<file path="config.mk">
export PLATFORM = sky130hd
export DESIGN_NAME = host_nv_memory_access_ports
export DESIGN_NICKNAME = d
export VERILOG_FILES = /design/src/nv_access_pkg.sv /design/src/host_nv_memory_access_ports.sv /design/src/nv_serial_engine.sv
export SDC_FILE = /design/constraint.sdc
export NUM_CORES = 1
export LEC_CHECK = 0
export BUFFER_PORTS_ARGS = -buffer_cell sky130_fd_sc_hd__buf_4
export CORE_MARGIN = 5
export CORE_UTILIZATION = 30
export DETAILED_ROUTE_END_ITERATION = 10
export MAX_ROUTING_LAYER = met4
export PLACE_DENSITY_LB_ADDON = 0.15
export SYNTH_ARGS = -nofsm -noshare
export SYNTH_HDL_FRONTEND = slang
export SYNTH_SLANG_ARGS = --single-unit
</file>
<file path="constraint.sdc">
create_clock -name mclk -period 4.4 [get_ports mclk]
set_input_delay 0.66 -clock mclk [delete_from_list [all_inputs] [get_ports mclk]]
set_output_delay 0.66 -clock mclk [all_outputs]
set_load 0.01 [all_outputs]
</file>
<file path="src/nv_access_pkg.sv">
// Package: register offsets, field positions, reset values and command codes for the NV access ports
package nv_access_pkg;

    // ----------------------------------------
    // Register byte offsets
    // ----------------------------------------
    localparam logic [7:0] OFS_WORD_BUFFER = 8'h48;
    localparam logic [7:0] OFS_COMMAND = 8'h4A;
    localparam logic [7:0] OFS_ROM_POINTER = 8'h4C;
    localparam logic [7:0] OFS_ROM_PORT = 8'h50;

    // ----------------------------------------
    // Reset values
    // ----------------------------------------
    localparam logic [15:0] RST_WORD_BUFFER = 16'h0000;
    localparam logic [15:0] RST_ROM_POINTER = 16'h0000;
    localparam logic [7:0] RST_WORD_INDEX = 8'h00;
    localparam logic [1:0] RST_CMD_CODE = 2'h0;

    // ----------------------------------------
    // Command register field positions
    // ----------------------------------------
    localparam int IDX_LSB = 0;
    localparam int IDX_MSB = 7;
    localparam int SUB_LSB = 6;
    localparam int CODE_LSB = 8;
    localparam int CODE_MSB = 9;
    localparam int PENDING_BIT = 15;
    localparam int WORD_COUNT = 256;

    // ----------------------------------------
    // Serial command encodings
    // ----------------------------------------
    localparam logic [1:0] CODE_GLOBAL = 2'h0;
    localparam logic [1:0] CODE_WRITE = 2'h1;
    localparam logic [1:0] CODE_READ = 2'h2;
    localparam logic [1:0] CODE_ERASE = 2'h3;
    localparam logic [1:0] SUB_LOCK = 2'h0;
    localparam logic [1:0] SUB_FILL = 2'h1;
    localparam logic [1:0] SUB_CLEAR = 2'h2;
    localparam logic [1:0] SUB_UNLOCK = 2'h3;

    // ----------------------------------------
    // Serial EEPROM timing (cycles of mclk)
    // ----------------------------------------
    localparam int SK_HALF_CYCLES = 2;
    localparam int FRAME_BITS = 27;

    typedef enum logic [1:0] {
        OP_LOCK,
        OP_FILL,
        OP_CLEAR,
        OP_UNLOCK
    } global_op_e;

endpackage

</file>
<file path="src/host_nv_memory_access_ports.sv">
// Host register ports for serial EEPROM commands and direct expansion ROM byte access
`timescale 1ns/1ps

module host_nv_memory_access_ports
#(
    parameter int ROM_ADDR_W = 16
)
(
    // Clock and reset
    input wire logic mclk,
    input wire logic rst_n,
    // Host register access
    input wire logic regWrite,
    input wire logic regRead,
    input wire logic [7:0] regAddr,
    input wire logic [31:0] regWdata,
    input wire logic [3:0] regByteEn,
    output logic [31:0] regRdata,
    output logic regReady,
    // Serial EEPROM pins
    output logic eeSelect,
    output logic eeClock,
    output logic eeDataOut,
    input wire logic eeDataIn,
    // Expansion ROM byte bus
    output logic [ROM_ADDR_W-1:0] romAddr,
    output logic romReadStrobe,
    output logic romWriteStrobe,
    output logic [7:0] romWdata,
    input wire logic [7:0] romRdata,
    input wire logic romAck
);
    import nv_access_pkg::*;

    typedef enum logic [1:0] {
        R_IDLE,
        R_READ,
        R_WRITE
    } rom_state_e;

    logic [15:0] nv_word_buffer;
    logic [7:0] nv_word_index;
    logic [1:0] nv_cmd_code;
    logic nv_cmd_pending;
    logic [15:0] option_rom_byte_pointer;
    rom_state_e romState;
    logic engStart;
    logic engDone;
    logic [15:0] engReadWord;
    logic engSelect;
    logic engClock;
    logic engDataOut;
    logic [7:0] next_romByte;

    // ----------------------------------------
    // Address decode
    // ----------------------------------------
    wire hitBuffer = (regAddr == OFS_WORD_BUFFER);
    wire hitCommand = (regAddr == OFS_COMMAND);
    wire hitPointer = (regAddr == OFS_ROM_POINTER);
    wire hitPort = (regAddr == OFS_ROM_PORT);
    wire lowLanes = regByteEn[0] && regByteEn[1];
    // Buffer locked while a command runs so a read result cannot be overwritten mid-flight
    wire bufferWrite = regWrite && hitBuffer && lowLanes && !nv_cmd_pending;
    wire commandWrite = regWrite && hitCommand && lowLanes && !nv_cmd_pending;
    wire pointerWrite = regWrite && hitPointer && lowLanes && romState == R_IDLE;
    // Ready still high means the held request has just been served, not a new one
    wire portFree = (romState == R_IDLE) && !regReady;
    wire portWrite = regWrite && hitPort && regByteEn[0] && portFree;
    wire portRead = regRead && hitPort && portFree;
    wire [1:0] subCode = regWdata[IDX_MSB:SUB_LSB];
    wire [1:0] newCode = regWdata[CODE_MSB:CODE_LSB];
    wire isGlobal = (newCode == CODE_GLOBAL);
    wire cmdHasData = (newCode == CODE_WRITE) || (isGlobal && subCode == SUB_FILL);
    wire cmdHasRead = (newCode == CODE_READ);
    wire cmdWaits = (newCode == CODE_WRITE) || (newCode == CODE_ERASE) ||
                    (isGlobal && (subCode == SUB_FILL || subCode == SUB_CLEAR));
    wire [15:0] commandView = {nv_cmd_pending, 5'h00, nv_cmd_code, nv_word_index};
    wire [31:0] readMux = hitBuffer ? {16'h0000, nv_word_buffer} :
                          hitCommand ? {16'h0000, commandView} :
                          hitPointer ? {16'h0000, option_rom_byte_pointer} : 32'h0000_0000;
    wire romBusy = (romState != R_IDLE);
    wire portAccessEnd = romBusy && romAck;
    // A port write without lane 0 carries no byte; answer it at once so the host is not stalled
    wire portLaneOff = regWrite && hitPort && !regByteEn[0] && !regRead && !regReady;
    wire plainAnswer = ((regRead || regWrite) && !hitPort) || portLaneOff;

    assign engStart = commandWrite;
    assign next_romByte = (romState == R_READ && romAck) ? romRdata : 8'h00;

    // ----------------------------------------
    // Command and buffer registers
    // ----------------------------------------
    always_ff @(posedge mclk or negedge rst_n)
    begin
        if (!rst_n)
        begin
            nv_word_index <= RST_WORD_INDEX;
            nv_cmd_code <= RST_CMD_CODE;
            nv_cmd_pending <= 1'b0;
        end
        else if (commandWrite)
        begin
            nv_word_index <= regWdata[IDX_MSB:IDX_LSB];
            nv_cmd_code <= newCode;
            nv_cmd_pending <= 1'b1;
        end
        else if (engDone)
            nv_cmd_pending <= 1'b0;
    end

    always_ff @(posedge mclk or negedge rst_n)
    begin
        if (!rst_n)
            nv_word_buffer <= RST_WORD_BUFFER;
        else if (engDone && nv_cmd_code == CODE_READ)
            nv_word_buffer <= engReadWord;
        else if (bufferWrite)
            nv_word_buffer <= regWdata[15:0];
    end

    always_ff @(posedge mclk or negedge rst_n)
    begin
        if (!rst_n)
            option_rom_byte_pointer <= RST_ROM_POINTER;
        else if (pointerWrite)
            option_rom_byte_pointer <= regWdata[15:0];
    end

    // ----------------------------------------
    // Expansion ROM byte port
    // ----------------------------------------
    always_ff @(posedge mclk or negedge rst_n)
    begin
        if (!rst_n)
        begin
            romState <= R_IDLE;
            romAddr <= '0;
            romReadStrobe <= 1'b0;
            romWriteStrobe <= 1'b0;
            romWdata <= 8'h00;
        end
        else
        begin
            unique case (romState)
                R_IDLE:
                    if (portRead || portWrite)
                    begin
                        romAddr <= ROM_ADDR_W'(option_rom_byte_pointer);
                        romReadStrobe <= portRead;
                        romWriteStrobe <= portWrite && !portRead;
                        romWdata <= regWdata[7:0];
                        romState <= portRead ? R_READ : R_WRITE;
                    end
                R_READ, R_WRITE:
                    if (romAck)
                    begin
                        romReadStrobe <= 1'b0;
                        romWriteStrobe <= 1'b0;
                        romState <= R_IDLE;
                    end
            endcase
        end
    end

    // ----------------------------------------
    // Host answer
    // ----------------------------------------
    // Port reads and lane-0 port writes stall until the ROM acknowledges; all others answer next cycle
    always_ff @(posedge mclk or negedge rst_n)
    begin
        if (!rst_n)
        begin
            regRdata <= 32'h0000_0000;
            regReady <= 1'b0;
        end
        else
        begin
            regReady <= plainAnswer || portAccessEnd;
            if (portAccessEnd)
                regRdata <= {24'h000000, next_romByte};
            else if (regRead && !hitPort)
                regRdata <= readMux;
            else
                regRdata <= 32'h0000_0000;
        end
    end

    nv_serial_engine #(
        .ADDR_W(8),
        .HALF_CYCLES(SK_HALF_CYCLES)
    ) u_engine (
        .mclk(mclk),
        .rst_n(rst_n),
        .start(engStart),
        .opCode(isGlobal ? CODE_GLOBAL : newCode),
        .opAddr(regWdata[IDX_MSB:IDX_LSB]),
        .opData(nv_word_buffer),
        .hasData(cmdHasData),
        .hasRead(cmdHasRead),
        .waitReady(cmdWaits),
        .done(engDone),
        .readWord(engReadWord),
        .eeSelect(engSelect),
        .eeClock(engClock),
        .eeDataOut(engDataOut),
        .eeDataIn(eeDataIn)
    );

    assign eeSelect = engSelect;
    assign eeClock = engClock;
    assign eeDataOut = engDataOut;
endmodule

</file>
<file path="src/nv_serial_engine.sv">
// Serial EEPROM shifter: one start bit, opcode, address and optional data, then an optional read and an optional wait for ready
`timescale 1ns/1ps

module nv_serial_engine
#(
    parameter int ADDR_W = 8,
    parameter int HALF_CYCLES = nv_access_pkg::SK_HALF_CYCLES
)
(
    // Clock and reset
    input wire logic mclk,
    input wire logic rst_n,
    // Command request
    input wire logic start,
    input wire logic [1:0] opCode,
    input wire logic [ADDR_W-1:0] opAddr,
    input wire logic [15:0] opData,
    input wire logic hasData,
    input wire logic hasRead,
    input wire logic waitReady,
    // Result
    output logic done,
    output logic [15:0] readWord,
    // Serial pins
    output logic eeSelect,
    output logic eeClock,
    output logic eeDataOut,
    input wire logic eeDataIn
);
    import nv_access_pkg::*;

    typedef enum logic [2:0] {
        S_IDLE,
        S_SHIFT,
        S_READ,
        S_GAP,
        S_BUSY,
        S_DONE
    } eng_state_e;

    localparam int SHIFT_W = 3 + ADDR_W + 16;
    // The pin path lags about five clocks behind the chip's data edge; with a short
    // half period the first read rise still sees stale data, so one more rise is
    // taken and the stale bit drops off the top of the 16-bit word
    localparam int READ_BITS = (HALF_CYCLES < 6) ? 17 : 16;

    eng_state_e state;
    logic [SHIFT_W-1:0] shiftOut;
    logic [5:0] bitsLeft;
    logic [7:0] divCount;
    logic [2:0] dinSync;
    logic dinStable;
    logic [5:0] frameLen;
    // Request qualifiers are held for the whole frame; the host bus moves on at once
    logic longFrame;
    logic wantRead;
    logic wantReady;

    // Data in is a pin: three flops, change accepted once the last two agree
    always_ff @(posedge mclk or negedge rst_n)
    begin
        if (!rst_n)
            dinSync <= 3'h0;
        else
            dinSync <= {dinSync[1:0], eeDataIn};
    end

    always_ff @(posedge mclk or negedge rst_n)
    begin
        if (!rst_n)
            dinStable <= 1'b0;
        else if (dinSync[1] == dinSync[2])
            dinStable <= dinSync[2];
    end

    wire halfTick = (divCount == 8'(HALF_CYCLES - 1));
    wire riseTick = halfTick && !eeClock;
    wire fallTick = halfTick && eeClock;
    assign frameLen = longFrame ? 6'(SHIFT_W) : 6'(3 + ADDR_W);

    always_ff @(posedge mclk or negedge rst_n)
    begin
        if (!rst_n)
        begin
            state <= S_IDLE;
            shiftOut <= '0;
            bitsLeft <= 6'h00;
            divCount <= 8'h00;
            eeSelect <= 1'b0;
            eeClock <= 1'b0;
            eeDataOut <= 1'b0;
            readWord <= 16'h0000;
            done <= 1'b0;
            longFrame <= 1'b0;
            wantRead <= 1'b0;
            wantReady <= 1'b0;
        end
        else
        begin
            done <= 1'b0;
            divCount <= (state == S_IDLE || halfTick) ? 8'h00 : divCount + 8'h01;
            // Serial clock stands still outside shifting, busy polling included
            if ((state == S_SHIFT || state == S_READ) && halfTick)
                eeClock <= !eeClock;
            unique case (state)
                S_IDLE:
                begin
                    eeClock <= 1'b0;
                    if (start)
                    begin
                        shiftOut <= {1'b1, opCode, opAddr, opData};
                        bitsLeft <= hasData ? 6'(SHIFT_W) : 6'(3 + ADDR_W);
                        longFrame <= hasData;
                        wantRead <= hasRead;
                        wantReady <= waitReady;
                        eeSelect <= 1'b1;
                        state <= S_SHIFT;
                    end
                end
                S_SHIFT:
                    if (fallTick || (bitsLeft == frameLen && riseTick == 1'b0 && eeClock == 1'b0 && divCount == 8'h00))
                    begin
                        eeDataOut <= shiftOut[SHIFT_W-1];
                        shiftOut <= {shiftOut[SHIFT_W-2:0], 1'b0};
                        if (bitsLeft == 6'h00)
                        begin
                            bitsLeft <= 6'(READ_BITS);
                            state <= wantRead ? S_READ : S_GAP;
                        end
                        else
                            bitsLeft <= bitsLeft - 6'h01;
                    end
                S_READ:
                    if (riseTick)
                    begin
                        readWord <= {readWord[14:0], dinStable};
                        bitsLeft <= bitsLeft - 6'h01;
                        if (bitsLeft == 6'h01)
                            state <= S_GAP;
                    end
                S_GAP:
                    if (halfTick)
                    begin
                        eeSelect <= 1'b0;
                        eeClock <= 1'b0;
                        eeDataOut <= 1'b0;
                        state <= wantReady ? S_BUSY : S_DONE;
                    end
                S_BUSY:
                begin
                    // Chip drives data low until its internal programming ends
                    eeSelect <= 1'b1;
                    if (halfTick && dinStable)
                        state <= S_DONE;
                end
                S_DONE:
                begin
                    eeSelect <= 1'b0;
                    eeClock <= 1'b0;
                    done <= 1'b1;
                    state <= S_IDLE;
                end
            endcase
        end
    end
endmodule

</file>
; Word-level counts from Yosys, hierarchy flattened
; Index checks and enable logic that the tools add are counted.
[classes]
n_reduce_logical = 75
muxes = 50
eq_ne = 30
bitwise = 2
n_addsub = 2
[op_table]
columns = cell, count
row1 = $mux W16, 7
row2 = $mux W27, 2
row3 = $pmux W27 S2, 1
row4 = $logic_and A1 B1 Y1, 34
row5 = $eq A8 B7 Y1 const B, 4
row6 = $mux W6, 4
row7 = $mux W3, 7
row8 = $pmux W3 S6, 1
row9 = $pmux W6 S3, 1
row10 = $mux W8, 2
row11 = $mux W1, 13
row12 = $logic_or A1 B1 Y1, 11
row13 = $eq A2 B2 Y1 const B, 5
row14 = $mux W5, 2
row15 = $ne A2 B2 Y1 const B, 5
row16 = $reduce_bool A2 Y1, 5
row17 = $reduce_and A3 Y1, 3
row18 = $add A8 B1 Y8 const B, 1
row19 = $eq A8 B1 Y1 const B, 1
row20 = $logic_not A8 Y1, 1
row21 = $mux W2, 4
row22 = $ne A2 B1 Y1 const B, 4
row23 = $pmux W1 S2, 4
row24 = $reduce_and A2 Y1, 4
row25 = 20 further kinds, 33
[word_totals]
out_inout_bits = 62
input_bits = 58
ff_bits = 175

; Logic depth before layout (Yosys ltp)
; Gate-level depths: netlist of the first run.
[depth]
ltp_word = 9
depth_mapped = 8
ltp_nobuf = 7

; By module
; From an unflattened synthesis of the first run, not the netlist that was laid out.
[hier_totals]
cells_unflattened = 630
hier_area_um2 = 7689.9
[by_module_without_submodules]
columns = module, instances, seq_area_each_um2, area_per_inst_um2, cells_each
row1 = host_nv_memory_access_ports, 1, 2177.1, 4040.1, 318
row2 = nv_serial_engine, 1, 1776.7, 3649.8, 312

; Worst setup path before layout of the first run
; No wires, ideal clock.
[synth_path]
path_kind = input-to-reg
startpoint = input port regAddr[0]
endpoint = register romAddr[0]
setup_ns = 0.125
setup_slack_ns = 1.586
arrival_time_ns = 2.689
t_required_ns = 4.275
stages = 6
n_path_buf = 2
path_cell_list = or4b_4 -> or4_4 -> or3_1 -> buf_6 -> buf_12 -> mux2_4
[synth_via]
elab_chain_cells = 6
elab_cells_between_ends = 8
cone_classes = eq/ne (1) / reduce/logical (7)
[synth_lines]
columns = item, line_no
row1 = "start, declared", host_nv_memory_access_ports.sv:15  ; input wire logic [7:0] regAddr,
row2 = $eq A8 B7 Y1 *, host_nv_memory_access_ports.sv:61  ; wire hitPort = (regAddr == OFS_ROM_PORT);
row3 = $logic_and A1 B1 Y1 (3 in a row), host_nv_memory_access_ports.sv:69  ; wire portWrite = regWrite && hitPort && regByteEn[0] && portFree;
row4 = $logic_or A1 B1 Y1 *, host_nv_memory_access_ports.sv:147  ; if (portRead || portWrite)
row5 = $reduce_and A2 Y1 (no line) *, -
row6 = "end signal, assigned", host_nv_memory_access_ports.sv:149  ; romAddr <= ROM_ADDR_W'(option_rom_byte_pointer);
row7 = "end, declared", host_nv_memory_access_ports.sv:26  ; output logic [ROM_ADDR_W-1:0] romAddr,
; Every way passes the cells marked *; elsewhere a longest branch is shown, timed or not.
; A chain may end at the register's enable or synchronous reset.

; Worst setup path in the final report of the first run
[layout_path]
startpoint = input port regAddr[0]
endpoint = register romAddr[8]
; Same word-level chain as after synthesis.

==> results of run 1 <==
cell type report:
cell class                 count  area, sq um  area share, %
sequential                   158         3950           45.4
multi-input combinational    427         2990           34.3
timing repair buffer          94          722           8.29
clock buffer                  18          429           4.93
tap                          319          399           4.58
clock inverter                14          148           1.70
inverter                      18         67.6          0.776
how the worst max path moves through the flow:
stage	start	to	slack, ns
after floorplan	regAddr[0]	romAddr[0]	1.59
after global placement	regAddr[0]	romAddr[11]	0.96
after detailed placement	regAddr[0]	romAddr[11]	0.95
after CTS	regAddr[0]	romAddr[11]	1.40
after global routing	u_engine.divCount[0]	u_engine.state[1]	1.27
final	regAddr[0]	romAddr[8]	1.38
registers in the layout, indices dropped and copies added (netlist names), 16 cells and up:
| name | cells |
|---|---|
| nv_word_buffer | 16 |
| option_rom_byte_pointer | 16 |
| regRdata | 16 |
| romAddr | 16 |
| u_engine.readWord | 16 |
| u_engine.shiftOut | 27 |
per-stage QoR:
step	hold WS, ns	std cells	setup WS (ns)
2_1_floorplan	0.331	652	1.59
3_3_place_gp	0.343	1016	0.961
3_5_place_dp	0.344	1016	0.951
4_1_cts	0.332	1048	1.40
5_1_grt	0.337	1048	1.27
6_report	0.322	1048	1.38
power by group:
part	leakage, nW	switching [mW]	internal [mW]
registers	2.14	0.183	1.61
clock network	0.274	0.647	0.801
logic	1.80	0.627	0.472
cell usage after synthesis, types with 5 or more instances:
master    count
a222oi_1     10
nor2_1       48
or3_1         6
ha_1         10
xor2_1        6
inv_1        18
mux2_4       18
mux2i_1      24
nand3_1       8
o21ai_0      45
and3_1        6
mux2_2       53
dfrtp_1     158
nor4_1        5
a31oi_1      18
a22oi_1       5
buf_4        18
a21oi_1       9
clkbuf_1     22
nand2_1      79
nand2b_1      7
kinds of logic (layout without fill, tap and decap cells):
| group | count (synthesis) | after routing | share of synthesized area [%] |
|---|---|---|---|
| DFF | 158 | 158 | 54.7 |
| xor gates and xnor gates | 8 | 8 | 0.970 |
| muxes | 95 | 95 | 15.3 |
| and+or+nand+nor | 183 | 183 | 11.7 |
| buffers and inverters | 67 | 144 | 4.94 |
| other | 1 | 16 | 0.0519 |
| adders and majority gates | 11 | 11 | 1.87 |
| AOI/OAI and AO/OA | 114 | 114 | 10.4 |
routing by layer:
metal / GRT usage (%) / share of wire (%) / vias to the layer above
met1: 18.0 / 46 / 2500
met3: 2.88 / 5.5 / 13
li1: - / - / 2390
met5: - / 0 / -
met4: 3.86 / 1.0 / 0
met2: 21.7 / 47 / 106
==> run_results.csv, run 1 <==
group,metric,value,unit
sta,fin_crit_sh,68.6,%
sta,finalClockSkew,0.0106,ns
power,power.density,498,mW/mm^2
logic_synthesis,ys_seq_area_share,54.7,%
clock_tree,ctsLongestPathBuffers,2,
critical_path,cp.depth,6,
routing,vias,5009,
critical_path,r2r_setup_slack,1.42,ns
routing,first_pass_iters,5,
placed_design,hpwlAfterDp,12.4,mm
logic_synthesis,ys.flop_type,"dfrtp_1",
power,peakVddDrop,0.000239,V
cells_and_area,final_common_cell,"dfrtp_1",
critical_path,crit_buf_inv,2,
sta,fin_setup_tns,0,ns
routing,ant_nets,0,
routing,drc,0,
clock_tree,cts_setup_buffers,0,
run_status,outcome,"completed",
critical_path,regToRegStartpoint,"u_engine.divCount[0]",
logic_synthesis,synth-edff-count,0,
logic_synthesis,synth_area_leaders,"dfrtp_1 (55%), mux2_2 (8.3%), nand2_1 (4.1%), mux2_4 (3.7%), mux2i_1 (3.3%)",
placed_design,port_buffers,85,
floorplan,start_util,30.6,%
critical_path,slowest_stage,"or3_1",
clock_tree,cts.clk_slew.worst_paths,0.07,ns
sta,min_period,3.02,ns
routing,via_per_inst,4.78,
clock_tree,clk_latency,0.42,ns
routing,drt_iter0_markers,413,
floorplan,io_pins,120,
critical_path,crit_path_max_incr_delay,0.74,ns
sta,fmax,331,MHz
logic_synthesis,yosys.area.top_type,"dfrtp_1",
clock_tree,root_buffer,"clkbuf_16",
routing,wirelength,17.8,mm
cells_and_area,area_growth,20.6,%
cells_and_area,drive_above_1_share,27.6,%
cells_and_area,fin_util,36.9,%
grt,gr-total-overflow,0,
sta,rsz0062_at_grt,"no",
cells_and_area,fillers,2336,
cells_and_area,diodes,0,
critical_path,cp_cell_sequence,"buf_4 > or4b_4 > or4_4 > or3_1 > buf_4 > mux2_4",
critical_path,ff2ff_path_depth,7,
sta,tightest_slew,1.04,ns
routing,routedWlPerCell,17.0,microns
logic_synthesis,avgSynthCellArea,11.3,sq um
logic_synthesis,ys_ff_latch,158,
power,power,4.34,mW
clock_tree,cts_htree_levels,4,
worst_hold_path,hp-class,"primary input to async pin",
logic_synthesis,async_flop_share,100,%
placed_design,gp_congestion,0.803,
placed_design,placed_cell_area,0.00813,sq mm
grt,antenna_found_initial,0,
cells_and_area,layout_common_cells,"dfrtp_1 (158), buf_4 (92), nand2_1 (79), mux2_2 (53), nor2_1 (48)",
critical_path,crit_top_cell,"buf_4",
cells_and_area,final_nets,784,
logic_synthesis,yosys_warnings,0,
critical_path,cp.required,4.70,ns
job,maxCapViolations,0,
clock_tree,cts.sinks,158,
logic_synthesis,synth_top_area_share,54.7,%
logic_synthesis,ys_types,60,
floorplan,core,0.0236,sq mm
clock_tree,ctsHoldBuffers,0,
critical_path,end_kind,"register",
floorplan,die_w,165,microns
floorplan,die_area,0.0273,sq mm
power,p_leak,4.21,nW
sta,hold_violations,0,
grt,first_global_vias,5102,
grt,grt_max_degree,107,
logic_synthesis,syn_inst,637,
cells_and_area,stdcell_area,0.00871,sq mm
grt,grt_usage,13.7,%
critical_path,reg2reg_to,"u_engine.state[1]",
critical_path,startpoint_type,"primary input",
sta,maxSlewHeadroom,30.3,%
logic_synthesis,syn_area,0.00722,sq mm
sta,setup_violations,0,
clock_tree,numCtsBuffers,17,
floorplan,die_y,165,microns
critical_path,crit_type,"primary input to register",
sta,final_max_slew_viol_count,0,
floorplan,rows,56,
critical_path,cp.arrival,3.32,ns
grt,grt_pass1_wl,28.4,mm
clock_tree,ctsResizeCount,0,
clock_tree,cts_tree,"yes",
critical_path,path_max_fanout,15,
critical_path,crit_family,"simple AND/OR/NAND/NOR gates",
Power figures use the tool's default switching activity.
==> run 2: changes to the inputs <==
--- a/config.mk
+++ b/config.mk
@@ -5,6 +5,7 @@
 export SDC_FILE = /design/constraint.sdc
 export NUM_CORES = 1
 export LEC_CHECK = 0
+export ABC_AREA = 1
 export BUFFER_PORTS_ARGS = -buffer_cell sky130_fd_sc_hd__buf_4
 export CORE_MARGIN = 5
 export CORE_UTILIZATION = 30
==> constraint.sdc (replaced) <==
create_clock -name mclk -period 3.02 [get_ports mclk]
set_input_delay 0.453 -clock mclk [delete_from_list [all_inputs] [get_ports mclk]]
set_output_delay 0.453 -clock mclk [all_outputs]
set_load 0.01 [all_outputs]
==> run_results.csv, run 2 <==
group,metric,value,unit
sta,maxSlewHeadroom,34.6,%
cells_and_area,drive_above_1_share,16.2,%
logic_synthesis,synth_mux_area_share,0,%
grt,gr-total-overflow,0,
routing,first_pass_iters,5,
logic_synthesis,ys_types,35,
clock_tree,cts_htree_levels,4,
logic_synthesis,yosys.area_share.adder,1.78,%
floorplan,die_w,169,microns
logic_synthesis,synth_xor_area_share,0.578,%
cells_and_area,diodes,0,
sta,fmax,458,MHz
placed_design,port_buffers,85,
critical_path,crit_type,"register to register",
logic_synthesis,async_flop_share,100,%
logic_synthesis,synth_top_area_share,52.2,%
clock_tree,ctsResizeCount,0,
grt,grt_usage,14.0,%
sta,finalClockSkew,0.0145,ns
cells_and_area,largest_reg_flops,27,
sta,hold_violations,0,
routing,wirelength,19.3,mm
routing,routedWlPerCell,14.3,microns
floorplan,rows,58,
logic_synthesis,synthTopCellsByCount,"nand2_1 (277), dfrtp_1 (158), inv_1 (94)",
sta,rsz0062_at_grt,"no",
routing,drt_iter0_markers,452,
clock_tree,ctsLongestPathBuffers,2,
logic_synthesis,ys_ff_latch,158,
floorplan,die_y,169,microns
critical_path,cp.arrival,2.51,ns
sta,fin_setup_tns,0,ns
sta,tightest_slew,0.979,ns
cells_and_area,largest_register,"u_engine.shiftOut",
sta,fin_crit_sh,72.4,%
grt,first_global_vias,5764,
run_status,outcome,"completed",
logic_synthesis,syn_inst,923,
logic_synthesis,ys_seq_area_share,52.2,%
power,power.density,744,mW/mm^2
clock_tree,cts_tree,"yes",
critical_path,end_kind,"register",
floorplan,io_pins,120,
critical_path,path_max_fanout,46,
logic_synthesis,avgSynthCellArea,8.21,sq um
routing,vias,5999,
grt,grt_pass1_wl,31.2,mm
clock_tree,numCtsBuffers,17,
cells_and_area,area_growth,19.1,%
logic_synthesis,yosysMostFrequentCell,"nand2_1",
sta,final_max_slew_viol_count,0,
logic_synthesis,synth_compound_area_share,12.7,%
cells_and_area,final_common_cell,"nand2_1",
cells_and_area,fin_util,36.1,%
sta,setup_violations,0,
clock_tree,root_buffer,"clkbuf_16",
clock_tree,clk_latency,0.43,ns
logic_synthesis,yosys.area.top_type,"dfrtp_1",
placed_design,hpwlAfterDp,13.4,mm
logic_synthesis,synth-edff-count,0,
worst_hold_path,hp-class,"primary input to register",
clock_tree,cts_setup_buffers,0,
floorplan,start_util,30.3,%
floorplan,die_area,0.0285,sq mm
cells_and_area,final_nets,1071,
placed_design,gp_congestion,0.792,
critical_path,startpoint_type,"register",
floorplan,core,0.0250,sq mm
logic_synthesis,syn_area,0.00758,sq mm
routing,drc,0,
grt,grt_max_degree,69,
logic_synthesis,synth_area_leaders,"dfrtp_1 (52%), nand2_1 (14%), inv_1 (4.7%), o21ai_0 (4.2%), nand3_1 (3.2%)",
logic_synthesis,synth_top_family_by_area,"simple AND/OR/NAND/NOR gates",
grt,antenna_found_initial,0,
job,maxCapViolations,0,
logic_synthesis,ys.flop_type,"dfrtp_1",
cells_and_area,layout_common_cells,"nand2_1 (277), dfrtp_1 (158), buf_4 (96), inv_1 (94), o21ai_0 (64)",
sta,fin_hold_ws,0.136,ns
routing,via_per_inst,4.46,
routing,ant_nets,0,
critical_path,cp.required,3.35,ns
sta,min_period,2.19,ns
clock_tree,cts.clk_slew.worst_paths,0.07,ns
power,p_leak,4.51,nW
clock_tree,cts.sinks,158,
logic_synthesis,yosys_warnings,0,
critical_path,r2r_setup_slack,0.83,ns
logic_synthesis,synthSimpleGateAreaFrac,23.3,%
power,peakVddDrop,0.000403,V
## run 2: cell count changes after synthesis, moves of 18 or more
cell,change
o21ai_0,+19
o21ai_1,+48
nand2_1,+198
a21oi_1,+30
mux2_4,-18
inv_1,+76
a31oi_1,-18
mux2i_1,-24
mux2_2,-53
nand3_1,+40
## run 2: power breakdown
group          total, mW  leakage (nW)  internal [mW]  switching [mW]
logic               1.99          2.17          0.667            1.32
clock network       2.03         0.264           1.08           0.950
registers           2.69          2.07           2.44           0.250
total               6.72          4.51           4.19            2.52
## run 2: final cells by class
| type | instances | area [sq um] |
|---|---|---|
| clock inverter | 14 | 123 |
| multi-input combinational | 625 | 2960 |
| fill | 2656 | 16000 |
| inverter | 102 | 383 |
| tap | 330 | 413 |
| sequential | 158 | 3950 |
| timing repair buffer | 99 | 762 |
| clock buffer | 18 | 429 |
## run 2: timing repair
action	4_1_cts	5_1_grt
hold endpoints to repair	32	0
hold buffers	1	0
setup endpoints to repair	0	0
## run 2: kinds of logic (layout without fill, tap and decap cells)
logic type	Yosys count	after routing
flops	158	158
compound gates	176	176
xor+xnor	5	5
fa+ha+maj	11	11
simple gates	417	417
buf+inv	155	233
other cells	1	16
## run 2: metal layers
layer / vias to the layer above / wire length, microns / track usage (%)
met5: - / 0 / -
met4: 0 / 202 / 3.60
met3: 15 / 827 / 2.36
met2: 122 / 8840 / 21.8
met1: 2773 / 9430 / 19.2
li1: 3089 / - / -
## run 2: stage by stage
stage                     total power [mW]  cell area [sq um]  cells  setup WS, ns
after CTS                             6.82               9030   1346         0.767
after global placement                4.73               8470   1313         0.815
after global routing                  7.23               9030   1346         0.527
after detailed placement              4.75               8470   1313         0.786
after floorplan                       4.19               7640    938          1.40
final                                 6.72               9030   1346         0.834
## run 2: path summary, 6_finish.rpt
path,from,end,depth (start not counted)
setup / recovery,romState[0],romAddr[12],10
setup reg to reg,romState[0],romAddr[12],10
hold / removal,eeDataIn,u_engine.dinSync[0],1
max in group asynchronous,rst_n,u_engine.shiftOut[0],3
hold reg to reg,u_engine.dinSync[0],u_engine.dinSync[1],0
min in group asynchronous,rst_n,romAddr[0],2
## run 2: worst max-delay path: stages (launching register included)
cell	delay (ns)
dfrtp_1	0.39
inv_1	0.06
ha_1	0.21
inv_1	0.09
nor2_1	0.07
nand3_1	0.07
nor2_1	0.09
nor2_4	0.76
inv_1	0.18
nand2_1	0.11
nand2_1	0.05
